**config.mk**
```make
export PLATFORM = sky130hd
export DESIGN_NAME = heater_power_control
export DESIGN_NICKNAME = d
export VERILOG_FILES = /design/src/heater_power_pkg.sv /design/src/heater_power_control.sv
export SDC_FILE = /design/constraint.sdc
export NUM_CORES = 2
export LEC_CHECK = 0
export ABC_AREA = 1
export BUFFER_PORTS_ARGS = -buffer_cell sky130_fd_sc_hd__buf_2
export CAP_MARGIN = 20
export CORE_ASPECT_RATIO = 1.2
export CORE_MARGIN = 2
export CORE_UTILIZATION = 40
export DETAILED_ROUTE_END_ITERATION = 6
export PLACE_DENSITY = 0.68
export SKIP_CTS_REPAIR_TIMING = 1
export SYNTH_ARGS = -nofsm -noshare
export SYNTH_HDL_FRONTEND = slang
export SYNTH_SLANG_ARGS = --single-unit
```
**constraint.sdc**
```tcl
create_clock -name clk_i -period 65.1 [get_ports clk_i]
set_input_delay 0 -clock clk_i [delete_from_list [all_inputs] [get_ports clk_i]]
set_output_delay 0 -clock clk_i [all_outputs]
set_load 0.1 [all_outputs]
```
**src/heater_power_pkg.sv**
```systemverilog
// Purpose: Shared constants and types for the heater power controller.
// Assumes: 10 MHz system clock; temperatures are signed 16-bit counts.
// Notes:   Register offsets are byte addresses of aligned 32-bit words.
`default_nettype none
package heater_power_pkg;

    // ****************************************************************
    // Timing
    // ****************************************************************
    localparam longint unsigned CLK_HZ         = 64'h0000_0000_0098_9680; // 10 MHz
    localparam longint unsigned SOFT_PERIOD_S  = 64'h1;   // Soft-start sub-period, s
    localparam longint unsigned SLOW_CYCLE_MIN = 64'h14;  // Relay cycle, 20 min
    localparam longint unsigned SEC_PER_MIN    = 64'h3c;
    localparam longint unsigned RAMP_S         = 64'h5a;  // Ramp length, 90 s
    localparam logic [35:0] SEC_CYC  = 36'(SOFT_PERIOD_S * CLK_HZ);
    localparam logic [35:0] SLOW_CYC = 36'(SLOW_CYCLE_MIN * SEC_PER_MIN * CLK_HZ);
    localparam logic [35:0] RAMP_CYC = 36'(RAMP_S * CLK_HZ);

    // ****************************************************************
    // Percent figures
    // ****************************************************************
    localparam logic [6:0] PCT_FULL  = 7'h64; // 100 %
    localparam logic [6:0] PCT_FLOOR = 7'h08; // 8 %

    // ****************************************************************
    // Register map
    // ****************************************************************
    localparam logic [7:0] REG_CTRL     = 8'h00;
    localparam logic [7:0] REG_MAINTAIN = 8'h04;
    localparam logic [7:0] REG_MIN_AMB  = 8'h08;
    localparam logic [7:0] REG_MAX_TEMP = 8'h0c;
    localparam logic [7:0] REG_LOW_TEMP = 8'h10;
    localparam logic [7:0] REG_BAND     = 8'h14;
    localparam logic [7:0] REG_STATUS   = 8'h18;

    // Control fields
    localparam int CTRL_MODE_LSB        = 0;
    localparam int CTRL_SOLID_STATE_BIT = 3;
    localparam int CTRL_LINE_BIT        = 4;
    localparam int CTRL_CLAMP_LSB       = 8;

    // Reset values
    localparam logic [6:0]         RST_CLAMP = 7'h64;
    localparam logic signed [15:0] RST_TEMP  = 16'sh0000;

    // ****************************************************************
    // Types
    // ****************************************************************
    typedef enum logic [2:0] {
        mode_off                     = 3'b000,
        mode_on_off                  = 3'b001,
        mode_soft_start              = 3'b010,
        ambient_proportional_mode    = 3'b011,
        slow_relay_proportional_mode = 3'b100
    } mode_t;

    typedef enum logic [1:0] {
        ss_full = 2'b00,
        ss_ramp = 2'b01,
        ss_cont = 2'b10,
        ss_off  = 2'b11
    } ss_state_t;

endpackage
`default_nettype wire

```
**src/heater_power_control.sv**
```systemverilog
// Purpose: Relay drive for one heat-trace circuit, set up over Wishbone.
// Assumes: Classic Wishbone slave, temp_i synchronous to clk_i.
// Notes:   Long counts are parameters so that simulation can shorten them.
`default_nettype none
module heater_power_control
    import heater_power_pkg::*;
#(
    parameter logic [35:0] SEC_CYC_P  = SEC_CYC,
    parameter logic [35:0] SLOW_CYC_P = SLOW_CYC,
    parameter logic [35:0] RAMP_CYC_P = RAMP_CYC
) (
    input  wire logic               clk_i,
    input  wire logic               rst_i,
    input  wire logic               cyc_i,
    input  wire logic               stb_i,
    input  wire logic               we_i,
    input  wire logic [7:0]         adr_i,
    input  wire logic [3:0]         sel_i,
    input  wire logic [31:0]        dat_i,
    output logic      [31:0]        dat_o,
    output logic                    ack_o,
    input  wire logic signed [15:0] temp_i,
    output logic                    heater_o
);

    // ****************************************************************
    // State
    // ****************************************************************
    typedef struct packed {
        mode_t              mode;
        logic               solid_state_switch;
        logic               line;
        logic [6:0]         clamp;
        logic signed [15:0] maintain_setpoint;
        logic signed [15:0] amb;
        logic signed [15:0] tmax;
        logic signed [15:0] low_temp_alarm_setpoint;
        logic signed [15:0] control_band;
        ss_state_t          ss;
        logic [35:0]        per_cnt;
        logic [35:0]        ramp_cnt;
        logic [6:0]         pct_lat;
        logic               heater;
        logic               ack;
        logic [31:0]        dat;
    } state_t;

    state_t s_r;
    state_t s_nxt;

    // Byte-lane merge for the 16-bit setpoint registers
    function automatic logic [15:0] merge16(input logic [15:0] old,
                                            input logic [31:0] d,
                                            input logic [3:0]  sel);
        logic [15:0] r;
        r = old;
        if (sel[0]) begin
            r[7:0] = d[7:0];
        end
        if (sel[1]) begin
            r[15:8] = d[15:8];
        end
        return r;
    endfunction

    // ****************************************************************
    // Derived values
    // ****************************************************************
    logic signed [16:0] num;
    logic signed [16:0] den;
    logic signed [16:0] band_top;
    logic signed [16:0] upper;
    logic [23:0]        quot;
    logic [6:0]         pct;
    logic               prop_mode;
    logic               soft_active;
    logic               hot;
    logic [35:0]        period;
    logic               per_wrap;
    logic               onoff_on;
    logic               prop_on;
    logic               ramp_on;
    logic               cfg_err;
    logic [63:0]        ramp_lhs;
    logic [63:0]        ramp_rhs;

    // Proportional percentage with saturation and measurement floor
    always_comb begin
        num  = 17'(s_r.maintain_setpoint) - 17'(temp_i);
        den  = 17'(s_r.maintain_setpoint) - 17'(s_r.amb);
        quot = 24'h0;
        if (temp_i > s_r.maintain_setpoint) begin
            pct = 7'h00;
        end else if (temp_i <= s_r.amb || den <= 17'sh0) begin
            pct = PCT_FULL;
        end else begin
            quot = (24'(unsigned'(num)) * 24'h64) / 24'(unsigned'(den));
            pct  = quot[6:0];
            // Keeps heater and leakage currents large enough to measure
            if (pct != 7'h00 && pct < PCT_FLOOR) begin
                pct = PCT_FLOOR;
            end
        end
    end

    // Mode decode and thresholds
    always_comb begin
        prop_mode   = (s_r.mode == ambient_proportional_mode) ||
                      (s_r.mode == slow_relay_proportional_mode);
        // A mechanical relay cannot switch fast enough for the ramp
        soft_active = (s_r.mode == mode_soft_start) && s_r.solid_state_switch &&
                      (s_r.clamp < PCT_FULL);
        cfg_err     = (s_r.mode == mode_soft_start) && !s_r.solid_state_switch;
        band_top    = 17'(s_r.maintain_setpoint) + 17'(s_r.control_band);
        hot         = 17'(temp_i) >= band_top;
        upper       = s_r.line ? 17'(s_r.tmax) : 17'(s_r.maintain_setpoint);
        if (prop_mode && (!s_r.solid_state_switch ||
                          s_r.mode == slow_relay_proportional_mode)) begin
            period = SLOW_CYC_P;
        end else begin
            period = SEC_CYC_P;
        end
        per_wrap = s_r.per_cnt >= period - 36'h1;
    end

    // Output decisions for each method
    always_comb begin
        // Hysteresis: hold the last state between maintain and upper
        if (17'(temp_i) < 17'(s_r.maintain_setpoint)) begin
            onoff_on = 1'b1;
        end else if (17'(temp_i) > upper) begin
            onoff_on = 1'b0;
        end else begin
            onoff_on = s_r.heater;
        end
        // Cycle on-time follows the percent latched at its start
        if (temp_i > s_r.maintain_setpoint) begin
            prop_on = 1'b0;
        end else if (temp_i <= s_r.amb) begin
            prop_on = 1'b1;
        end else begin
            prop_on = (48'(s_r.per_cnt) * 48'h64) <
                      (48'(s_r.pct_lat) * 48'(period));
        end
        // Duty climbs linearly from clamp to full across the ramp
        ramp_lhs = 64'(s_r.per_cnt) * 64'h64 * 64'(RAMP_CYC_P);
        ramp_rhs = (64'(s_r.clamp) * 64'(RAMP_CYC_P) +
                    64'(PCT_FULL - s_r.clamp) * 64'(s_r.ramp_cnt)) * 64'(SEC_CYC_P);
        ramp_on  = ramp_lhs < ramp_rhs;
    end

    // ****************************************************************
    // Next state
    // ****************************************************************
    always_comb begin
        s_nxt = s_r;

        // Wishbone slave: one-cycle ack, dropped the cycle after
        s_nxt.ack = cyc_i && stb_i && !s_r.ack;
        s_nxt.dat = 32'h0;
        if (cyc_i && stb_i && !s_r.ack) begin
            if (we_i) begin
                case (adr_i)
                    REG_CTRL: begin
                        if (sel_i[0]) begin
                            s_nxt.mode = mode_t'(dat_i[CTRL_MODE_LSB +: 3]);
                            s_nxt.solid_state_switch = dat_i[CTRL_SOLID_STATE_BIT];
                            s_nxt.line = dat_i[CTRL_LINE_BIT];
                        end
                        if (sel_i[1]) begin
                            s_nxt.clamp = dat_i[CTRL_CLAMP_LSB +: 7];
                        end
                    end
                    REG_MAINTAIN: s_nxt.maintain_setpoint =
                        merge16(s_r.maintain_setpoint, dat_i, sel_i);
                    REG_MIN_AMB:  s_nxt.amb  = merge16(s_r.amb, dat_i, sel_i);
                    REG_MAX_TEMP: s_nxt.tmax = merge16(s_r.tmax, dat_i, sel_i);
                    REG_LOW_TEMP: s_nxt.low_temp_alarm_setpoint =
                        merge16(s_r.low_temp_alarm_setpoint, dat_i, sel_i);
                    REG_BAND:     s_nxt.control_band = merge16(s_r.control_band, dat_i, sel_i);
                    default: begin
                    end
                endcase
            end else begin
                case (adr_i)
                    REG_CTRL: begin
                        s_nxt.dat = {17'h0, s_r.clamp, 3'h0, s_r.line,
                                     s_r.solid_state_switch, s_r.mode};
                    end
                    REG_MAINTAIN: s_nxt.dat = {16'h0, s_r.maintain_setpoint};
                    REG_MIN_AMB:  s_nxt.dat = {16'h0, s_r.amb};
                    REG_MAX_TEMP: s_nxt.dat = {16'h0, s_r.tmax};
                    REG_LOW_TEMP: s_nxt.dat = {16'h0, s_r.low_temp_alarm_setpoint};
                    REG_BAND:     s_nxt.dat = {16'h0, s_r.control_band};
                    REG_STATUS: begin
                        s_nxt.dat = {temp_i, 1'b0, pct, 4'h0, cfg_err, s_r.ss, s_r.heater};
                    end
                    default: s_nxt.dat = 32'h0;
                endcase
            end
        end

        // Period counter shared by proportional cycle and soft sub-period
        if (per_wrap) begin
            s_nxt.per_cnt = 36'h0;
            s_nxt.pct_lat = pct;
        end else begin
            s_nxt.per_cnt = s_r.per_cnt + 36'h1;
        end

        // Soft start sequencing
        if (!soft_active) begin
            s_nxt.ss       = ss_full;
            s_nxt.ramp_cnt = 36'h0;
        end else begin
            case (s_r.ss)
                ss_full: begin
                    if (hot) begin
                        s_nxt.ss = ss_off;
                    end else if (temp_i >= s_r.low_temp_alarm_setpoint) begin
                        s_nxt.ss       = ss_ramp;
                        s_nxt.ramp_cnt = 36'h0;
                        s_nxt.per_cnt  = 36'h0;
                    end
                end
                ss_ramp: begin
                    if (hot) begin
                        s_nxt.ss = ss_off;
                    end else if (s_r.ramp_cnt >= RAMP_CYC_P - 36'h1) begin
                        s_nxt.ss = ss_cont;
                    end else begin
                        s_nxt.ramp_cnt = s_r.ramp_cnt + 36'h1;
                    end
                end
                ss_cont: begin
                    if (hot) begin
                        s_nxt.ss = ss_off;
                    end
                end
                ss_off: begin
                    // Restart from the clamp, not from full power
                    if (temp_i <= s_r.maintain_setpoint) begin
                        s_nxt.ss       = ss_ramp;
                        s_nxt.ramp_cnt = 36'h0;
                        s_nxt.per_cnt  = 36'h0;
                    end
                end
                default: s_nxt.ss = ss_full;
            endcase
        end

        // Relay drive
        if (soft_active) begin
            case (s_r.ss)
                ss_full: s_nxt.heater = !hot;
                ss_ramp: s_nxt.heater = !hot && ramp_on;
                ss_cont: s_nxt.heater = !hot;
                ss_off:  s_nxt.heater = 1'b0;
                default: s_nxt.heater = 1'b0;
            endcase
        end else if (prop_mode) begin
            s_nxt.heater = prop_on;
        end else if (s_r.mode == mode_on_off || s_r.mode == mode_soft_start) begin
            s_nxt.heater = onoff_on;
        end else begin
            s_nxt.heater = 1'b0;
        end
    end

    // ****************************************************************
    // Registers
    // ****************************************************************
    always_ff @(posedge clk_i) begin
        if (rst_i) begin
            s_r          <= '0;
            s_r.mode     <= mode_off;
            s_r.clamp    <= RST_CLAMP;
            s_r.maintain_setpoint       <= RST_TEMP;
            s_r.amb                     <= RST_TEMP;
            s_r.tmax                    <= RST_TEMP;
            s_r.low_temp_alarm_setpoint <= RST_TEMP;
            s_r.control_band            <= RST_TEMP;
            s_r.ss       <= ss_full;
        end else begin
            s_r <= s_nxt;
        end
    end

    assign heater_o = s_r.heater;
    assign ack_o    = s_r.ack;
    assign dat_o    = s_r.dat;
endmodule
`default_nettype wire

```
---- Word level (Yosys, flattened, before mapping) ----
Cells that the tools add are included.
operators by class
  divide/modulo/power cells ............... 1
  bitwise operators ....................... 2
  order comparisons ....................... 14
  muxes and demuxes ....................... 28
  reduce and logical (&&, ||, !) cells .... 36
  equality and inequality tests ........... 22
  add/sub/neg operators ................... 8
  $mul .................................... 8
operators by type and width
  kind                                                                 number
  one-hot mux 32 bit (7 select lines)                                  1
  2-to-1 mux 74 bit                                                    2
  2-to-1 mux 36 bit                                                    4
  one-hot mux 36 bit (3 select lines)                                  1
  multiplier 36 x 5 -> 41 bit, second input constant                   2
  adder 36 x 1 -> 36 bit, second input constant                        2
  2-to-1 mux 72 bit                                                    1
  one-hot mux 36 bit (2 select lines)                                  1
  less-than comparator 64 bit                                          1
  multiplier 64 x 17 -> 57 bit, second input constant                  1
  multiplier 41 x 22 -> 54 bit, second input constant                  1
  AND reduction 4 bit                                                  13
  adder 38 x 45 -> 46 bit                                              1
  multiplier 8 x 37 -> 45 bit                                          1
  less-than comparator 43 bit                                          1
  multiplier 7 x 36 -> 43 bit                                          1
  greater-or-equal comparator 36 x 30 -> 1 bit, second input constant  1
  greater-or-equal comparator 36 bit                                   1
  subtractor 36 x 1 -> 36 bit, second input constant                   1
  2-to-1 mux 34 bit                                                    1
  subtractor 16 x 16 -> 17 bit                                         2
  <= comparator 16 bit                                                 2
  multiplier 7 x 22 -> 29 bit, second input constant                   1
  divider 24 x 17 -> 24 bit                                            1
  other kinds (39)                                                     75
word-level totals
  bits in registers ....................... 207
  word-level logic and storage cells ...... 140
  output and inout bits ................... 34

---- Longest topological paths before layout ----
  word-level depth ........................ 11
  depth in mapped cells ................... 484
  gate-level depth less buffers ........... 463

---- Least setup slack after synthesis ----
Ideal clock, no wire load.
  kind .................................... reg-to-reg
  start point ............................. register s_r[181] (netlist bit)
  end point ............................... register s_r (netlist bit dat_o[11])
  period minus slack after synthesis ...... 61.275 ns
  arrival time ............................ 61.145 ns
  setup slack ............................. 3.825 ns
  data required time ...................... 64.970 ns
  library setup time ...................... 0.130 ns
  cell stages (with the launch flop) ...... 462
  cells stage by stage .................... dfxtp_1 ha_1 clkbuf_1 nand2_1 o21ai_0 a21oi_1 o21bai_1 nand3_1 nand2_1 a21oi_1 inv_1 a21oi_1 o21ai_0 a21oi_1 nor2_1 nor2_1 xnor2_1 ha_1 [... 426 more ...] nor2_2 nand3_2 buf_6 buf_6 o21ai_0 inv_1 ha_1 a21oi_1 nor2_1 a211oi_1 o221a_2 nand2_1 nand2_1 nand3_1 nand2_1 nand2_1 nand3_1 a21oi_1
between the ends
  cells in the longest elaborated chain, start to end .. 9
  elaborated cells between the ends (all ways) .. 14
  classes of those cells .................. 2 x add/sub; 1 x mul; 1 x div; 3 x order compare; 4 x mux; 3 x reduce/logical
ends and longest elaborated chain
  item                                                                       line                         RTL
  start: declaration                                                         heater_power_control.sv:48   state_t s_r;
  start signal: assignment                                                   heater_power_control.sv:285  s_r <= s_nxt;
  subtractor 16 x 16 -> 17 bit                                               heater_power_control.sv:89   num = 17'(s_r.maintain_setpoint) - 17'(temp_i);
  multiplier 17 x 5 -> 22 bit                                                heater_power_control.sv:97   quot = (24'(unsigned'(num)) * 24'h64) / 24'(unsigned'(den));
  divider 24 x 17 -> 24 bit                                                  heater_power_control.sv:97
  less-than comparator 7 x 4 -> 1 bit or nonzero test 7 bit (tied branches)  heater_power_control.sv:100  if (pct != 7'h00 && pct < PCT_FLOOR) begin
  logical AND 1 bit                                                          heater_power_control.sv:100
  2-to-1 mux 7 bit                                                           heater_power_control.sv:100
  2-to-1 mux 7 bit                                                           heater_power_control.sv:94   end else if (temp_i <= s_r.amb || den <= 17'sh0) begin
  2-to-1 mux 7 bit (*)                                                       heater_power_control.sv:92   if (temp_i > s_r.maintain_setpoint) begin
  one-hot mux 32 bit (7 select lines) (*)                                    heater_power_control.sv:185  case (adr_i)
Every way passes the cells marked *; elsewhere a longest branch is shown, timed or not.
A chain may end at the register's enable or synchronous reset.

---- Worst setup path in the final report ----
  start point ............................. register s_r[184] (netlist bit)
  end point ............................... register s_r (netlist bit dat_o[8])
The elaborated chain is that of the path after synthesis.

==> summary.txt <==
CTS tree: yes
Initial Util: 0.402
Final Slew Violations: 0
Worst path max stage delay: 580 ps
Final nets: 12,463
Synth area leaders: fa_1, ha_1, inv_1
Syn-to-layout area delta: 8.76%
FF+latch area: 4150 µm²
cts bufs inserted: 29
crit path from: s_r[184]$_SDFFE_PP0P_
DIE HEIGHT: 479 µm
fin util: 0.437
DP Area: 79,600 µm²
synth unique cells: 73
vias in the first global route: 66,345
drt total wl: 206,000 µm
Via density: 5.13
post-layout min period: 59,450 ps
fin area: 81,700 µm²
asr flop ratio synth: 0
Post-Syn Instances: 9,697
synthesized area: 75,100 µm²
Die W: 400 µm
syn_area_per_cell: 7.75 µm²
Num Clock Sinks: 207
post-synthesis sequential area ratio: 0.0552
CP arrival: 60,020 ps
count leader, synth: inv_1
GRT Overall Usage: 0.218
global-route wire length before repair: 340,000 µm
GPL Wtd Cong: 0.933
CP max FO: 16
GRT Residual Overflow: 0
Max Clk Rate: 0.0168 GHz
MaxCap Viol Count: 0
DR vias: 63,834
top cell type's share of synthesized area: 0.260
flops & latches, synth: 207
Crit-path slowest cell: dfxtp_1
Cell Rows: 174
IO Pins: 99
setup tns final: 0 ps
initial drt markers: 3,701
Synth top cells by count: inv_1, ha_1, nand2_1, fa_1, a21oi_1
clk buf depth: 3
largest net degree at the start of global routing: 79
period utilization: 0.913
Top cell by count, worst path: nand2_1
CP startpoint kind: flip-flop
die area: 191,000 µm²
Root Driver: clkbuf_16
Clk pin slew, worst setup/hold paths: 60 ps
Hold Fails Final Rpt: 0
outcome: finished, final reports clean
post-synth top area cell: fa_1
Skew-Pair Late Insertion Delay: 680 ps
initial antenna violation count: 5
Worst Skew: 54.0 ps
Worst-Margin Slew: 1160 ps
Fin Hold WS: 26.0 ps
multi-input logic area: 61,600 µm²
worst hold path type: in -> reg
worst hold start: adr_i[0]
layout cells sized above 1: 0.0627
routed len/inst: 16.6 µm
Worst setup EP type: flip-flop
Routed Antenna Nets: 0
required time of the critical path: 65,660 ps
drt drc: 0
I/O Buffers: 80
Syn. warnings: 0
final setup vio count: 0
Post-synth EDFFs: 0
critical path class: reg -> reg
fill count: 18,497
worst reg2reg startpoint: s_r[184]$_SDFFE_PP0P_
Core Region: 187,000 µm²
Synth Flop Type: dfxtp_1
TritonRoute pass-1 iters: 6
H-tree levels: 1
HPWL Detailed: 177,000 µm
Slew Limit Headroom: 0.218
## cell families after synthesis
family	Yosys count	synth area share
muxes	3	0.000416
DFF	207	0.0552
adders and majority gates	2446	0.505
buffers and inverters	2572	0.131
xor gates and xnor gates	500	0.0584
other	2	0.000100
and+or+nand+nor	2553	0.144
AOI/OAI and AO/OA	1414	0.105
## through the flow
stage               setup WS (ps)  cells
floorplan                    3820   9701
global placement             1560  12307
detailed placement           31.1  12310
CTS                          -285  12364
global route                 -368  12439
finish                       5650  12441
## routing by layer
metal,part of all wire,GRT usage,vias to the layer above
met3,0.048,0.0194,405
met4,0.043,0.0827,2
li1,-,-,31080
met2,0.48,0.377,1582
met5,0.000053,0,-
met1,0.43,0.280,30765
## cell type report
cell class,instances,share of cell area
Inverter,2424,0.112
Clock inverter,9,0.00124
Timing Repair Buffer,366,0.0335
Sequential cell,207,0.0508
Tap cell,2464,0.0377
Multi-Input combinational cell,6923,0.754
Timing Repair inverter,1,0.0000612
Clock buffer,45,0.0108
Antenna cell,2,0.0000612
## final timing paths
| path | endpoint | depth (start not counted) | slack (ps) |
|---|---|---|---|
| worst max-delay path | dat_o[8]$_SDFF_PP0_ | 450 | 5650 |
| worst min-delay path | dat_o[15]$_SDFF_PP0_ | 6 | 30 |
| worst max register to register | dat_o[8]$_SDFF_PP0_ | 450 | 5650 |
| worst min register to register | s_r[131]$_SDFFE_PP0P_ | 2 | 480 |
## cell usage in the layout (no fill, tap or decap), types with 19 or more instances in the layout
master            n
ha_1           1468
nor3_1          114
clkbuf_16        29
a21oi_1         618
o211ai_1         19
nand2_1        1370
o31ai_1          23
o22ai_1          21
nor2_2           19
nand3_1         251
a31oi_1          28
buf_2            80
or2_2            43
a211oi_1         51
a21oi_2          51
a21o_1           41
inv_1          2396
o21bai_1         51
xor2_1          305
nor4_1           19
nand4_1          94
dfxtp_1         204
buf_4           241
fa_1            975
dlygate4sd3_1    37
nor2_1          546
o21ai_0         373
xnor2_1         187
nand2_2          28
o21ai_1          31
## sequential cells by signal, indices dropped and copies added, names as in the netlist
name / count
heater_o: 1
ack_o: 1
s_r: 173
dat_o: 32
## worst max-delay path: cells and delay by family, from the launching register on
family / cells / cell delay (ps)
AO/OA/AOI/OAI: 169 / 24930
flip-flops: 1 / 580
buffers and inverters: 91 / 7360
XOR/XNOR: 2 / 430
AND/OR/NAND/NOR: 155 / 15910
multiplexers: 3 / 800
adder cells (fa/ha/maj): 30 / 9290
Power is left out: the tool's default activity adds up to more than one toggle a clock period on the data nets, which glitch-free logic cannot reach.
